$ cat src/csv_map.svh
`ifndef CSV_MAP_SVH
`define CSV_MAP_SVH
// ****************************************
// register byte offsets
// ****************************************
`define CSV_OFF_INSTATE   12'h000
`define CSV_OFF_ECHO      12'h004
`define CSV_OFF_STATUS    12'h008
`define CSV_OFF_CTRL      12'h00C
`define CSV_OFF_CFG       12'h010
`define CSV_OFF_OUTARR    12'h014
`define CSV_OFF_RANGE     12'h018
`define CSV_OFF_IRQ_STAT  12'h01C
`define CSV_OFF_IRQ_MASK  12'h020
`define CSV_OFF_LATCH     12'h024
// ****************************************
// field layout
// ****************************************
`define CSV_NUM_OUT       4
`define CSV_NUM_RANGE     4
`define CSV_OUT_USED_MASK 32'h0000_000F
`define CSV_CFG_CNT_LSB   0
`define CSV_CFG_CNT_MSB   1
`define CSV_CFG_LATCH_BIT 2
`define CSV_CTRL_OC_CLR   0
`define CSV_ST_CFG_OK     0
`define CSV_ST_RSV_ERR    1
`define CSV_ST_GEN_ERR    2
`define CSV_ST_RNG_LSB    4
`define CSV_ST_OC_LSB     8
`define CSV_CHECK_CYCLES  4'h4
`define CSV_ZERO32        32'h0000_0000
`define CSV_SLVERR_DATA   32'hDEAD_BEEF
`endif

$ cat src/csv_pkg.sv
package csv_pkg;
  typedef enum logic [1:0] {
    CSV_CFG_IDLE  = 2'b00,
    CSV_CFG_CHECK = 2'b01,
    CSV_CFG_DONE  = 2'b11
  } csv_cfg_state_t;
endpackage

$ cat src/csv_sync3.sv
`timescale 1ns/1ps
// three-stage sampler; value changes once stages two and three agree
module csv_sync3 (
  // clock and reset
  input  wire logic core_clk,
  input  wire logic rst_n,
  // pin side
  input  wire logic pin_in,
  // core side
  output logic      sample_out
);
  logic s1_reg;
  logic s2_reg;
  logic s3_reg;
  always_ff @(posedge core_clk or negedge rst_n) begin
    if (!rst_n) begin
      s1_reg <= 1'b0;
      s2_reg <= 1'b0;
      s3_reg <= 1'b0;
    end else begin
      s1_reg <= pin_in;
      s2_reg <= s1_reg;
      s3_reg <= s2_reg;
    end
  end
  always_ff @(posedge core_clk or negedge rst_n) begin
    if (!rst_n) begin
      sample_out <= 1'b0;
    end else if (s2_reg == s3_reg) begin
      sample_out <= s3_reg;
    end
  end
endmodule

$ cat src/csv_range_check.sv
`timescale 1ns/1ps
`include "csv_map.svh"
// flags each range whose selected counter lies beyond the configured count
module csv_range_check
  import csv_pkg::*;
(
  // range setup words: counter select per range, 2 bits each
  input  wire logic [7:0] range_setup_word,
  // number of configured counters, raw count; zero faults every range
  input  wire logic [1:0] counter_count,
  // per-range error
  output logic [3:0]      range_counter_assign_error
);
  always_comb begin
    for (int i = 0; i < `CSV_NUM_RANGE; i++) begin
      // counter index must be below the configured number of counters
      range_counter_assign_error[i] = ({1'b0, range_setup_word[2*i +: 2]} >= {1'b0, counter_count});
    end
  end
endmodule

$ cat src/csv_status.sv
`timescale 1ns/1ps
`include "csv_map.svh"
// Behaviour
// - second counter phase/index bits show latest sample
// - echo shows every last commanded output state
// - one overcurrent flag per output channel
// - latched overcurrent held until latch clear
// - config_accepted set once the four-cycle check completes; no error rejects it
// - config_accepted zero after reset and while checking
// - reserved bit set rejects whole output array
// - clean array clears flag, processing resumes
// - composite_error is OR of all errors
// - flag range selecting unconfigured counter
// - assignment error ignores array, holds until clean
module csv_status
  import csv_pkg::*;
(
  // clock and reset
  input  wire logic        core_clk,
  input  wire logic        rst_n,
  // apb slave
  input  wire logic        psel,
  input  wire logic        penable,
  input  wire logic        pwrite,
  input  wire logic [11:0] paddr,
  input  wire logic [31:0] pwdata,
  output logic [31:0]      prdata,
  output logic             pready,
  output logic             pslverr,
  // encoder pins of the second counter
  input  wire logic        phase_a_pin,
  input  wire logic        phase_b_pin,
  input  wire logic        index_pin,
  // outputs commanded by the counter logic itself
  input  wire logic [3:0]  counter_out_cmd,
  input  wire logic [3:0]  counter_out_cmd_valid,
  // over-current sense per output channel
  input  wire logic [3:0]  overcurrent_pin,
  // driven outputs and interrupt
  output logic [3:0]       output_drive,
  output logic             irq
);
  // ****************************************
  // declarations
  // ****************************************
  logic              a_smp, b_smp, z_smp;
  logic [3:0]        oc_smp [0:0];
  logic [3:0]        oc_now;
  logic [2:0]        phase_a_sample_bit;
  logic [3:0]        echo_reg;
  logic [3:0]        output_overcurrent_flag;
  logic [2:0]        cfg_reg;
  logic              config_accepted;
  logic [3:0]        check_cnt_reg;
  csv_cfg_state_t    cfg_state_reg;
  logic              reserved_bits_error;
  logic [3:0]        range_counter_assign_error;
  logic [3:0]        rng_err_now;
  logic [7:0]        range_setup_word;
  logic [31:0]       outarr_reg;
  logic              composite_error;
  logic [3:0]        irq_stat_reg;
  logic [3:0]        irq_mask_reg;
  logic [3:0]        ev;
  logic              wr_acc, rd_acc;
  logic              addr_ok;
  logic              err_prev_reg;
  logic              oc_clr;
  // ****************************************
  // input sampling
  // ****************************************
  csv_sync3 u_sa (.core_clk(core_clk), .rst_n(rst_n), .pin_in(phase_a_pin), .sample_out(a_smp));
  csv_sync3 u_sb (.core_clk(core_clk), .rst_n(rst_n), .pin_in(phase_b_pin), .sample_out(b_smp));
  csv_sync3 u_sz (.core_clk(core_clk), .rst_n(rst_n), .pin_in(index_pin),   .sample_out(z_smp));
  genvar g;
  generate
    for (g = 0; g < `CSV_NUM_OUT; g++) begin : g_oc
      csv_sync3 u_so (.core_clk(core_clk), .rst_n(rst_n), .pin_in(overcurrent_pin[g]), .sample_out(oc_now[g]));
    end
  endgenerate
  assign oc_smp[0] = oc_now;
  assign phase_a_sample_bit = {z_smp, b_smp, a_smp};
  // ****************************************
  // apb decode
  // ****************************************
  // zero wait state: pready is high throughout every access phase
  assign wr_acc = psel && penable && pwrite;
  assign rd_acc = psel && penable && !pwrite;
  always_comb begin
    if (paddr == `CSV_OFF_INSTATE) addr_ok = 1'b1;
    else if (paddr == `CSV_OFF_ECHO) addr_ok = 1'b1;
    else if (paddr == `CSV_OFF_STATUS) addr_ok = 1'b1;
    else if (paddr == `CSV_OFF_CTRL) addr_ok = 1'b1;
    else if (paddr == `CSV_OFF_CFG) addr_ok = 1'b1;
    else if (paddr == `CSV_OFF_OUTARR) addr_ok = 1'b1;
    else if (paddr == `CSV_OFF_RANGE) addr_ok = 1'b1;
    else if (paddr == `CSV_OFF_IRQ_STAT) addr_ok = 1'b1;
    else if (paddr == `CSV_OFF_IRQ_MASK) addr_ok = 1'b1;
    else if (paddr == `CSV_OFF_LATCH) addr_ok = 1'b1;
    else addr_ok = 1'b0;
  end
  always_ff @(posedge core_clk or negedge rst_n) begin
    if (!rst_n) begin
      pready <= 1'b0;
      pslverr <= 1'b0;
    end else begin
      pready <= psel && !penable;
      pslverr <= psel && !penable && !addr_ok;
    end
  end
  // ****************************************
  // configuration array and check
  // ****************************************
  always_ff @(posedge core_clk or negedge rst_n) begin
    if (!rst_n) begin
      cfg_reg <= 3'b000;
    end else if (wr_acc && pready && paddr == `CSV_OFF_CFG) begin
      cfg_reg <= pwdata[2:0];
    end
  end
  // a new config restarts the check, so a stale accept never shows
  always_ff @(posedge core_clk or negedge rst_n) begin
    if (!rst_n) begin
      cfg_state_reg <= CSV_CFG_IDLE;
      check_cnt_reg <= 4'h0;
    end else if (wr_acc && pready && paddr == `CSV_OFF_CFG) begin
      cfg_state_reg <= CSV_CFG_CHECK;
      check_cnt_reg <= 4'h0;
    end else begin
      case (cfg_state_reg)
        CSV_CFG_CHECK: begin
          if (check_cnt_reg == `CSV_CHECK_CYCLES - 4'h1) begin
            cfg_state_reg <= CSV_CFG_DONE;
          end
          check_cnt_reg <= check_cnt_reg + 4'h1;
        end
        default: begin
          check_cnt_reg <= 4'h0;
        end
      endcase
    end
  end
  // config bits above the used field are dropped; the check accepts every config
  always_ff @(posedge core_clk or negedge rst_n) begin
    if (!rst_n) begin
      config_accepted <= 1'b0;
    end else if (wr_acc && pready && paddr == `CSV_OFF_CFG) begin
      config_accepted <= 1'b0;
    end else if (cfg_state_reg == CSV_CFG_CHECK && check_cnt_reg == `CSV_CHECK_CYCLES - 4'h1) begin
      config_accepted <= 1'b1;
    end
  end
  // ****************************************
  // output array validation
  // ****************************************
  always_ff @(posedge core_clk or negedge rst_n) begin
    if (!rst_n) begin
      range_setup_word <= 8'h00;
    end else if (wr_acc && pready && paddr == `CSV_OFF_RANGE) begin
      range_setup_word <= pwdata[7:0];
    end
  end
  csv_range_check u_rc (
    .range_setup_word          (range_setup_word),
    .counter_count             (cfg_reg[`CSV_CFG_CNT_MSB:`CSV_CFG_CNT_LSB]),
    .range_counter_assign_error(rng_err_now)
  );
  // flags are evaluated on each output array write and held until the next
  always_ff @(posedge core_clk or negedge rst_n) begin
    if (!rst_n) begin
      outarr_reg <= `CSV_ZERO32;
      reserved_bits_error <= 1'b0;
      range_counter_assign_error <= 4'h0;
    end else if (wr_acc && pready && paddr == `CSV_OFF_OUTARR) begin
      reserved_bits_error <= |(pwdata & ~`CSV_OUT_USED_MASK);
      range_counter_assign_error <= rng_err_now;
      if (((pwdata & ~`CSV_OUT_USED_MASK) == `CSV_ZERO32) && rng_err_now == 4'h0) begin
        outarr_reg <= pwdata;
      end
    end
  end
  // echo takes the newer of program and counter commands
  always_ff @(posedge core_clk or negedge rst_n) begin
    if (!rst_n) begin
      echo_reg <= 4'h0;
      output_drive <= 4'h0;
    end else begin
      for (int i = 0; i < `CSV_NUM_OUT; i++) begin
        if (counter_out_cmd_valid[i]) begin
          echo_reg[i] <= counter_out_cmd[i];
          output_drive[i] <= counter_out_cmd[i];
        end else if (wr_acc && pready && paddr == `CSV_OFF_OUTARR
                     && ((pwdata & ~`CSV_OUT_USED_MASK) == `CSV_ZERO32) && rng_err_now == 4'h0) begin
          echo_reg[i] <= pwdata[i];
          output_drive[i] <= pwdata[i];
        end
      end
    end
  end
  // ****************************************
  // overcurrent
  // ****************************************
  assign oc_clr = wr_acc && pready && paddr == `CSV_OFF_CTRL && pwdata[`CSV_CTRL_OC_CLR];
  always_ff @(posedge core_clk or negedge rst_n) begin
    if (!rst_n) begin
      output_overcurrent_flag <= 4'h0;
    end else if (cfg_reg[`CSV_CFG_LATCH_BIT]) begin
      // live fault wins over clear so a standing fault stays visible
      output_overcurrent_flag <= oc_smp[0] | (oc_clr ? 4'h0 : output_overcurrent_flag);
    end else begin
      output_overcurrent_flag <= oc_smp[0];
    end
  end
  // ****************************************
  // composite error and interrupts
  // ****************************************
  assign composite_error = reserved_bits_error | (|range_counter_assign_error);
  assign ev = {|output_overcurrent_flag, composite_error & ~err_prev_reg, config_accepted, reserved_bits_error};
  always_ff @(posedge core_clk or negedge rst_n) begin
    if (!rst_n) begin
      err_prev_reg <= 1'b0;
      irq_mask_reg <= 4'h0;
    end else begin
      err_prev_reg <= composite_error;
      if (wr_acc && pready && paddr == `CSV_OFF_IRQ_MASK) begin
        irq_mask_reg <= pwdata[3:0];
      end
    end
  end
  // read clears, but an event in the same cycle is kept
  always_ff @(posedge core_clk or negedge rst_n) begin
    if (!rst_n) begin
      irq_stat_reg <= 4'h0;
    end else if (rd_acc && pready && paddr == `CSV_OFF_IRQ_STAT) begin
      irq_stat_reg <= ev;
    end else begin
      irq_stat_reg <= irq_stat_reg | ev;
    end
  end
  always_ff @(posedge core_clk or negedge rst_n) begin
    if (!rst_n) begin
      irq <= 1'b0;
    end else begin
      irq <= |(irq_stat_reg & irq_mask_reg);
    end
  end
  // ****************************************
  // read data
  // ****************************************
  always_ff @(posedge core_clk or negedge rst_n) begin
    if (!rst_n) begin
      prdata <= `CSV_ZERO32;
    end else if (psel && !penable && !pwrite) begin
      if (paddr == `CSV_OFF_INSTATE) prdata <= {29'h0, phase_a_sample_bit};
      else if (paddr == `CSV_OFF_ECHO) prdata <= {28'h0, echo_reg};
      else if (paddr == `CSV_OFF_STATUS) prdata <= {20'h0, output_overcurrent_flag, range_counter_assign_error,
                                                    1'b0, composite_error, reserved_bits_error, config_accepted};
      else if (paddr == `CSV_OFF_CFG) prdata <= {29'h0, cfg_reg};
      else if (paddr == `CSV_OFF_OUTARR) prdata <= outarr_reg;
      else if (paddr == `CSV_OFF_RANGE) prdata <= {24'h0, range_setup_word};
      else if (paddr == `CSV_OFF_IRQ_STAT) prdata <= {28'h0, irq_stat_reg};
      else if (paddr == `CSV_OFF_IRQ_MASK) prdata <= {28'h0, irq_mask_reg};
      else if (paddr == `CSV_OFF_LATCH) prdata <= {31'h0, cfg_reg[`CSV_CFG_LATCH_BIT]};
      else prdata <= `CSV_ZERO32;
    end
  end
endmodule

$ cat config.mk
export PLATFORM = sky130hd
export DESIGN_NAME = csv_status
export DESIGN_NICKNAME = d
export VERILOG_FILES = /design/src/csv_pkg.sv /design/src/csv_sync3.sv /design/src/csv_range_check.sv /design/src/csv_status.sv
export VERILOG_INCLUDE_DIRS = /design/src
export SDC_FILE = /design/constraint.sdc
export NUM_CORES = 1
export LEC_CHECK = 0
export ABC_CLOCK_PERIOD_IN_PS = 2900
export CORE_MARGIN = 3
export CORE_UTILIZATION = 63
export DETAILED_ROUTE_END_ITERATION = 16
export DONT_BUFFER_PORTS = 1
export PLACE_DENSITY = 0.79
export SLEW_MARGIN = 5
export SYNTH_ARGS = -nofsm -noshare
export SYNTH_HDL_FRONTEND = slang
export SYNTH_SLANG_ARGS = --single-unit
$ cat constraint.sdc
create_clock -name core_clk -period 2.9 [get_ports core_clk]
set_input_delay 0.145 -clock core_clk [delete_from_list [all_inputs] [get_ports core_clk]]
set_output_delay 0.145 -clock core_clk [all_outputs]
set_load 0.01 [all_outputs]
* Yosys cells after proc, flatten, opt, wreduce, memory -nomap -nowiden
Cells that the tools add are included.
** Cells by class
- Mux-type cells :: 37
- Order comparisons :: 4
- Shifts and indexed selects :: 0
- Add/sub/neg operators :: 1
- Reductions and logical operators :: 38
- Eq/ne operators :: 18
- Multipliers :: 0
- Div/mod/pow operators :: 0
- Bitwise operators :: 6
** Operator list (count)
- $mux W32 :: 5
- $eq A12 B5 Y1 const B :: 4
- $logic_not A32 Y1 :: 1
- $mux W4 :: 7
- $reduce_or A28 Y1 :: 1
- $eq A12 B4 Y1 const B :: 2
- $eq A12 B6 Y1 const B :: 2
- $mux W1 :: 21
- $logic_and A1 B1 Y1 :: 19
- $reduce_bool A2 Y1 :: 7
- $eq A12 B3 Y1 const B :: 1
- $logic_not A12 Y1 :: 1
- $reduce_or A4 Y1 :: 3
- $ge A2 B2 Y1 :: 4
- $mux W8 :: 1
- $or A4 B4 Y4 :: 2
- $eq A1 B1 Y1 :: 7
- $mux W2 :: 3
- $add A4 B1 Y4 const B :: 1
- $and A4 B4 Y4 :: 1
- $eq A4 B2 Y1 const B :: 1
- $logic_not A4 Y1 :: 1
- $reduce_and A2 Y1 :: 2
- $logic_not A1 Y1 :: 3
- other kinds (4) :: 4
** Storage, ports and cells
- Output and inout port bits :: 39
- Bits in latches :: 0
- RAM bits :: 0
- Register bits :: 135
- Word-level logic and storage cells :: 152
- Memories kept :: 0
- Memory bits (read-only) :: 0

* Longest topological paths before layout
- Depth in word-level cells :: 13
- Gate-level depth with buffers :: 9
- Mapped depth without buffers :: 7

* Hierarchy
From an unflattened synthesis, not the netlist that was laid out.
** Unflattened totals
- Cells, all modules :: 458
- Area, all modules :: 5657.9 um^2
** By module, submodules not included
- csv_status :: times used 1, cells an instance 402, area each 4704.5 um^2
- csv_sync3 :: times used 7, cells an instance 5, area each 111.4 um^2
- csv_range_check :: times used 1, cells an instance 21, area each 173.9 um^2

* Worst setup path before layout
No wires, ideal clock.
- Path type :: flip-flop to flip-flop
- Start point :: register cfg_reg[0]
- End point :: register outarr_reg[2]
- Arrival :: 1.887 ns
- Setup slack :: 0.888 ns
- Cell stages (with the launch flop) :: 9
- Setup time :: 0.125 ns
- Clock period less this slack :: 2.012 ns
- Cells stage by stage :: dfrtp_1 > ha_1 > nand2b_1 > a21oi_1 > and4_1 > clkbuf_1 > nand2_2 > buf_6 > mux2_4
** Between the ends
- Word-level cells in the longest chain between the ends :: 4
- Elaborated cells between the ends (all ways) :: 7
- Classes of those cells :: 4 x order compare; 3 x reduce/logical
** Ends and longest elaborated chain
- start: declaration :: RTL line csv_status.sv:52 : logic [2:0] cfg_reg;
- start signal: assignment :: RTL line csv_status.sv:118 : cfg_reg <= pwdata[2:0];
- $ge A2 B2 Y1 :: RTL line csv_range_check.sv:17 : range_counter_assign_error[i] = ({1'b0, range_setup_word[2*i +: 2]} >= {1'b0, counter_count});
- $logic_not A4 Y1 * :: RTL line csv_status.sv:177 : if (((pwdata & ~`CSV_OUT_USED_MASK) == `CSV_ZERO32) && rng_err_now == 4'h0) begin
- $logic_and A1 B1 Y1 * :: RTL line csv_status.sv:177
- $reduce_and A2 Y1 (no line) *
- end signal: assignment :: RTL line csv_status.sv:171 : outarr_reg <= `CSV_ZERO32;
- end signal: assignment :: RTL line csv_status.sv:178 : outarr_reg <= pwdata;
- end: declaration :: RTL line csv_status.sv:60 : logic [31:0] outarr_reg;
Mark *: on every way between the ends. The rest lies on a longest branch, timed or not.
A chain may end at the register's enable or synchronous reset.

* Final worst setup path
- Start point :: register pready
- End point :: register echo_reg[1]
** Between the ends
- Word-level cells in the longest chain between the ends :: 5
** Ends and longest elaborated chain
- start: declaration :: RTL line csv_status.sv:28 : output logic pready,
- start signal: assignment :: RTL line csv_status.sv:107 : pready <= psel && !penable;
- $logic_and A1 B1 Y1 :: RTL line csv_status.sv:192 : end else if (wr_acc && pready && paddr == `CSV_OFF_OUTARR
- $logic_and A1 B1 Y1 (no line)
- $logic_and A1 B1 Y1 (2 in series) :: RTL line csv_status.sv:192
- $reduce_bool A2 Y1 (no line)
- end signal: indexed assignment :: RTL line csv_status.sv:190 : echo_reg[i] <= counter_out_cmd[i];
- end signal: indexed assignment :: RTL line csv_status.sv:194 : echo_reg[i] <= pwdata[i];
- end: declaration :: RTL line csv_status.sv:50 : logic [3:0] echo_reg;
No other way between the ends.

==> metrics.yaml <==
highest_layer: "met4"
dpl.cell_count: 603
hold_path_class: "in -> async"
crit_path_cell_trace: "and4_1, nand4_1, nor4_2, and2_1, o311ai_1, dlygate4sd3_1"
cp-end-kind: "flop"
clockBufferDepth: 2
n_antenna_cell: 0
synth_edf_count: 0
internal_power_mw: 3.13
fin_util_pct: 76.9
start_util_pct: 65.1
finalCritPeriodShare_pct: 96.4
whs_ns: -0.688
wire_per_inst_microns: 20.7
post-route-drc-count: 0
grt_pass1_vias: 4302
cts-buffers-inserted: 17
finalSetupViolCount: 0
grt_first_pass_wirelength_microns: 21900
dp_slack_ns: 0.552
cts_hold_buf: 37
die_h_microns: 101
vias: 4234
p_seq_share_pct: 46.7
worst_ep_arrival_time_ns: 3.20
clock_latency_ns: 0.53
syn_area_per_cell_sq_um: 11.1
synthCells: 512
cts_tree: "built"
power_density_nw_per_um2: 627
htreeDepth: 4
synth.net_count: 585
synthArstFlopShare_pct: 100
violations: "hold timing"
dpl.hpwl_microns: 9050
power_mw: 4.21
cts_root_buf: "clkbuf_8"
worst_setup_path_start_kind: "flop"
synthFlopType: "dfrtp_1"
rows: 34
synth_seq_area_share_pct: 59.5
drt_pass1_iterations: 5
required_ns: 3.30
critical-path-slowest-cell: "nor4_2"
switchingPower_mw: 1.07
combPwrFrac_pct: 3.7
place_area_sq_um: 5750
power_frac_clock_pct: 49.6
synth_seq_cells: 135
drive_gt1_share_pct: 12.2
track_usage_pct: 28.7
finalHoldViolations: 135
ys_warn_count: 0
cp_max_fo: 5
wl_met2_microns: 6670
clock-sinks: 135
finalClockSkew_ns: 0.0112
clk_pin_slew_ns: 0.07
io_buffers: 0
drt-met1-wl_microns: 5450
drt_iter0_drc: 358
post-route-cell-area_sq_um: 6710
yosysUniqueCellTypes: 53
rsz0062_at_grt: "no"
fin_setup_tns_ns: 0
die_x_microns: 101
switching_share_pct: 25.5
p_leak_nw: 3.12
status: "finished with violations"
gp_congestion: 0.933
wirelength_microns: 13900
dieArea_sq_um: 10200
antenna_found_initial: 0
slew_headroom_pct: 51.3
final_nets: 624
maxCapViolCount: 0
vias_per_cell: 6.30
irDropWorstVdd_mv: 0.439
fin_crit_ns: 2.80
ant_nets: 0
fin_ws_ns: 0.103
syn2layout_area_growth_pct: 18.2
setup.worst_path.class: "reg -> reg"
fillers: 524
cp_slowest_stage_delay_ns: 0.60
grt_max_degree: 136
met3_length_microns: 1270
tightest_slew_ns: 0.728
core_area_sq_um: 8720
grt-ovfl-total: 0
layoutNonFillerInstCount: 672
synthesis.area_sq_um: 5680
final_max_slew_viol_count: 0
io_pins: 103
fmax_mhz: 358
==> cell usage in the layout (no fill, tap or decap), drive strengths merged, types with 2 or more instances in the layout <==
| cell | synthesis | routed |
|---|---|---|
| a21o | 6 | 6 |
| clkinv | 0 | 6 |
| a21oi | 17 | 17 |
| or4 | 3 | 3 |
| nor3 | 3 | 3 |
| nor2 | 27 | 27 |
| nand3 | 35 | 35 |
| and2 | 30 | 30 |
| and4 | 2 | 2 |
| nand2b | 10 | 10 |
| buf | 5 | 4 |
| maj3 | 7 | 7 |
| or4b | 2 | 2 |
| o2bb2ai | 2 | 2 |
| ha | 9 | 9 |
| o21ai | 32 | 32 |
| nand4b | 4 | 4 |
| a32oi | 3 | 3 |
| o311ai | 4 | 4 |
| nor4b | 2 | 2 |
| or2 | 3 | 3 |
| clkbuf | 16 | 17 |
| nand4 | 4 | 4 |
| inv | 14 | 22 |
| dlygate4sd3 | 0 | 37 |
| o21a | 2 | 2 |
| nand2 | 76 | 76 |
| o32a | 2 | 2 |
| and3 | 3 | 3 |
| mux2 | 15 | 15 |
| dfrtp | 135 | 135 |
| or3b | 3 | 3 |
| nor2b | 3 | 3 |
| a22oi | 10 | 10 |
| nor4 | 12 | 12 |
==> kinds of logic (layout without fill, tap and decap cells) <==
family	Yosys count	in the layout	synth area share (%)
flops	135	135	59.5
buf+inv	35	87	2.64
simple gates	224	224	21.7
xor+xnor	2	2	0.309
mux	16	16	3.28
fa+ha+maj	16	16	3.22
compound gates	84	84	9.30
==> cell usage after synthesis, types with 3 or more instances <==
master / n / area, sq um
clkbuf_1: 16 / 60.1
buf_2: 3 / 15.0
nor2_1: 27 / 101
a32oi_1: 3 / 26.3
nor2b_1: 3 / 18.8
nor3_1: 3 / 15.0
dfrtp_1: 135 / 3380
o21ai_0: 31 / 155
nand4_1: 4 / 25.0
a21oi_1: 17 / 85.1
or3b_2: 3 / 26.3
nor4_4: 3 / 63.8
nand3_1: 34 / 170
a21o_1: 6 / 45.0
nand2_1: 74 / 278
mux2_2: 13 / 146
inv_1: 14 / 52.6
nand2b_1: 10 / 62.6
nand4b_1: 4 / 35.0
o311ai_1: 4 / 35.0
or2_2: 3 / 18.8
ha_1: 9 / 113
and3_1: 3 / 18.8
maj3_1: 7 / 70.1
nor4_1: 8 / 50.1
or4_1: 3 / 22.5
and2_1: 30 / 188
a22oi_1: 10 / 75.1
==> cell type report <==
| class | count | area (sq um) | share of cell area [%] |
|---|---|---|---|
| Clock buffer | 17 | 414 | 6.17 |
| Inverter | 14 | 52.6 | 0.783 |
| Clock inverter | 15 | 180 | 2.69 |
| Tap cell | 108 | 135 | 2.01 |
| Sequential cell | 135 | 3380 | 50.3 |
| Multi-Input combinational cell | 342 | 2150 | 32.0 |
| Timing Repair Buffer | 41 | 400 | 5.97 |
==> path summary, 6_finish.rpt <==
path / slack, ns / endpoint / cells past startpoint / from
setup / recovery: 0.10 / echo_reg[1]$_DFFE_PN0P_ / 6 / pready$_DFF_PN0_
min in group core_clk: 0.01 / irq_stat_reg[0]$_DFF_PN0_ / 4 / penable
hold / removal: -0.69 / irq_mask_reg[2]$_DFFE_PN0P_ / 0 / rst_n
hold reg to reg: 0.35 / g_oc[3].u_so.s2_reg$_DFF_PN0_ / 0 / g_oc[3].u_so.s1_reg$_DFF_PN0_
setup reg to reg: 0.10 / echo_reg[1]$_DFFE_PN0P_ / 6 / pready$_DFF_PN0_
max in group asynchronous: 3.34 / cfg_reg[2]$_DFFE_PN0P_ / 0 / rst_n
==> power groups by stage <==
stage | clock network [mW] | logic (mW) | registers [mW]
after floorplan | 0 | 0.0848 | 1.99
after global placement | 0 | 0.0926 | 2.00
after detailed placement | 0 | 0.0954 | 2.00
after CTS | 2.11 | 0.149 | 1.97
after global routing | 2.20 | 0.165 | 1.97
final | 2.09 | 0.155 | 1.97
==> critical path, delay by kind of cell, from the launching register on <==
kind	cells	cell delay [ns]
AOI/OAI and AO/OA	1	0.11
buffers and inverters	1	0.60
DFF	1	0.43
and+or+nand+nor	4	1.53
==> per-layer routing <==
layer  vias up  global-route usage (%)
li1       1877                       -
met1      2074                    35.8
met2       236                    45.4
met3        47                    9.00
met4         0                    14.7
met5         -                       0
==> repair_timing <==
action	4_1_cts	5_1_grt
setup buffers	0	0
hold endpoints to repair	180	135
gates resized for setup	0	0
Note: power is estimated with default switching activity, not from simulation.
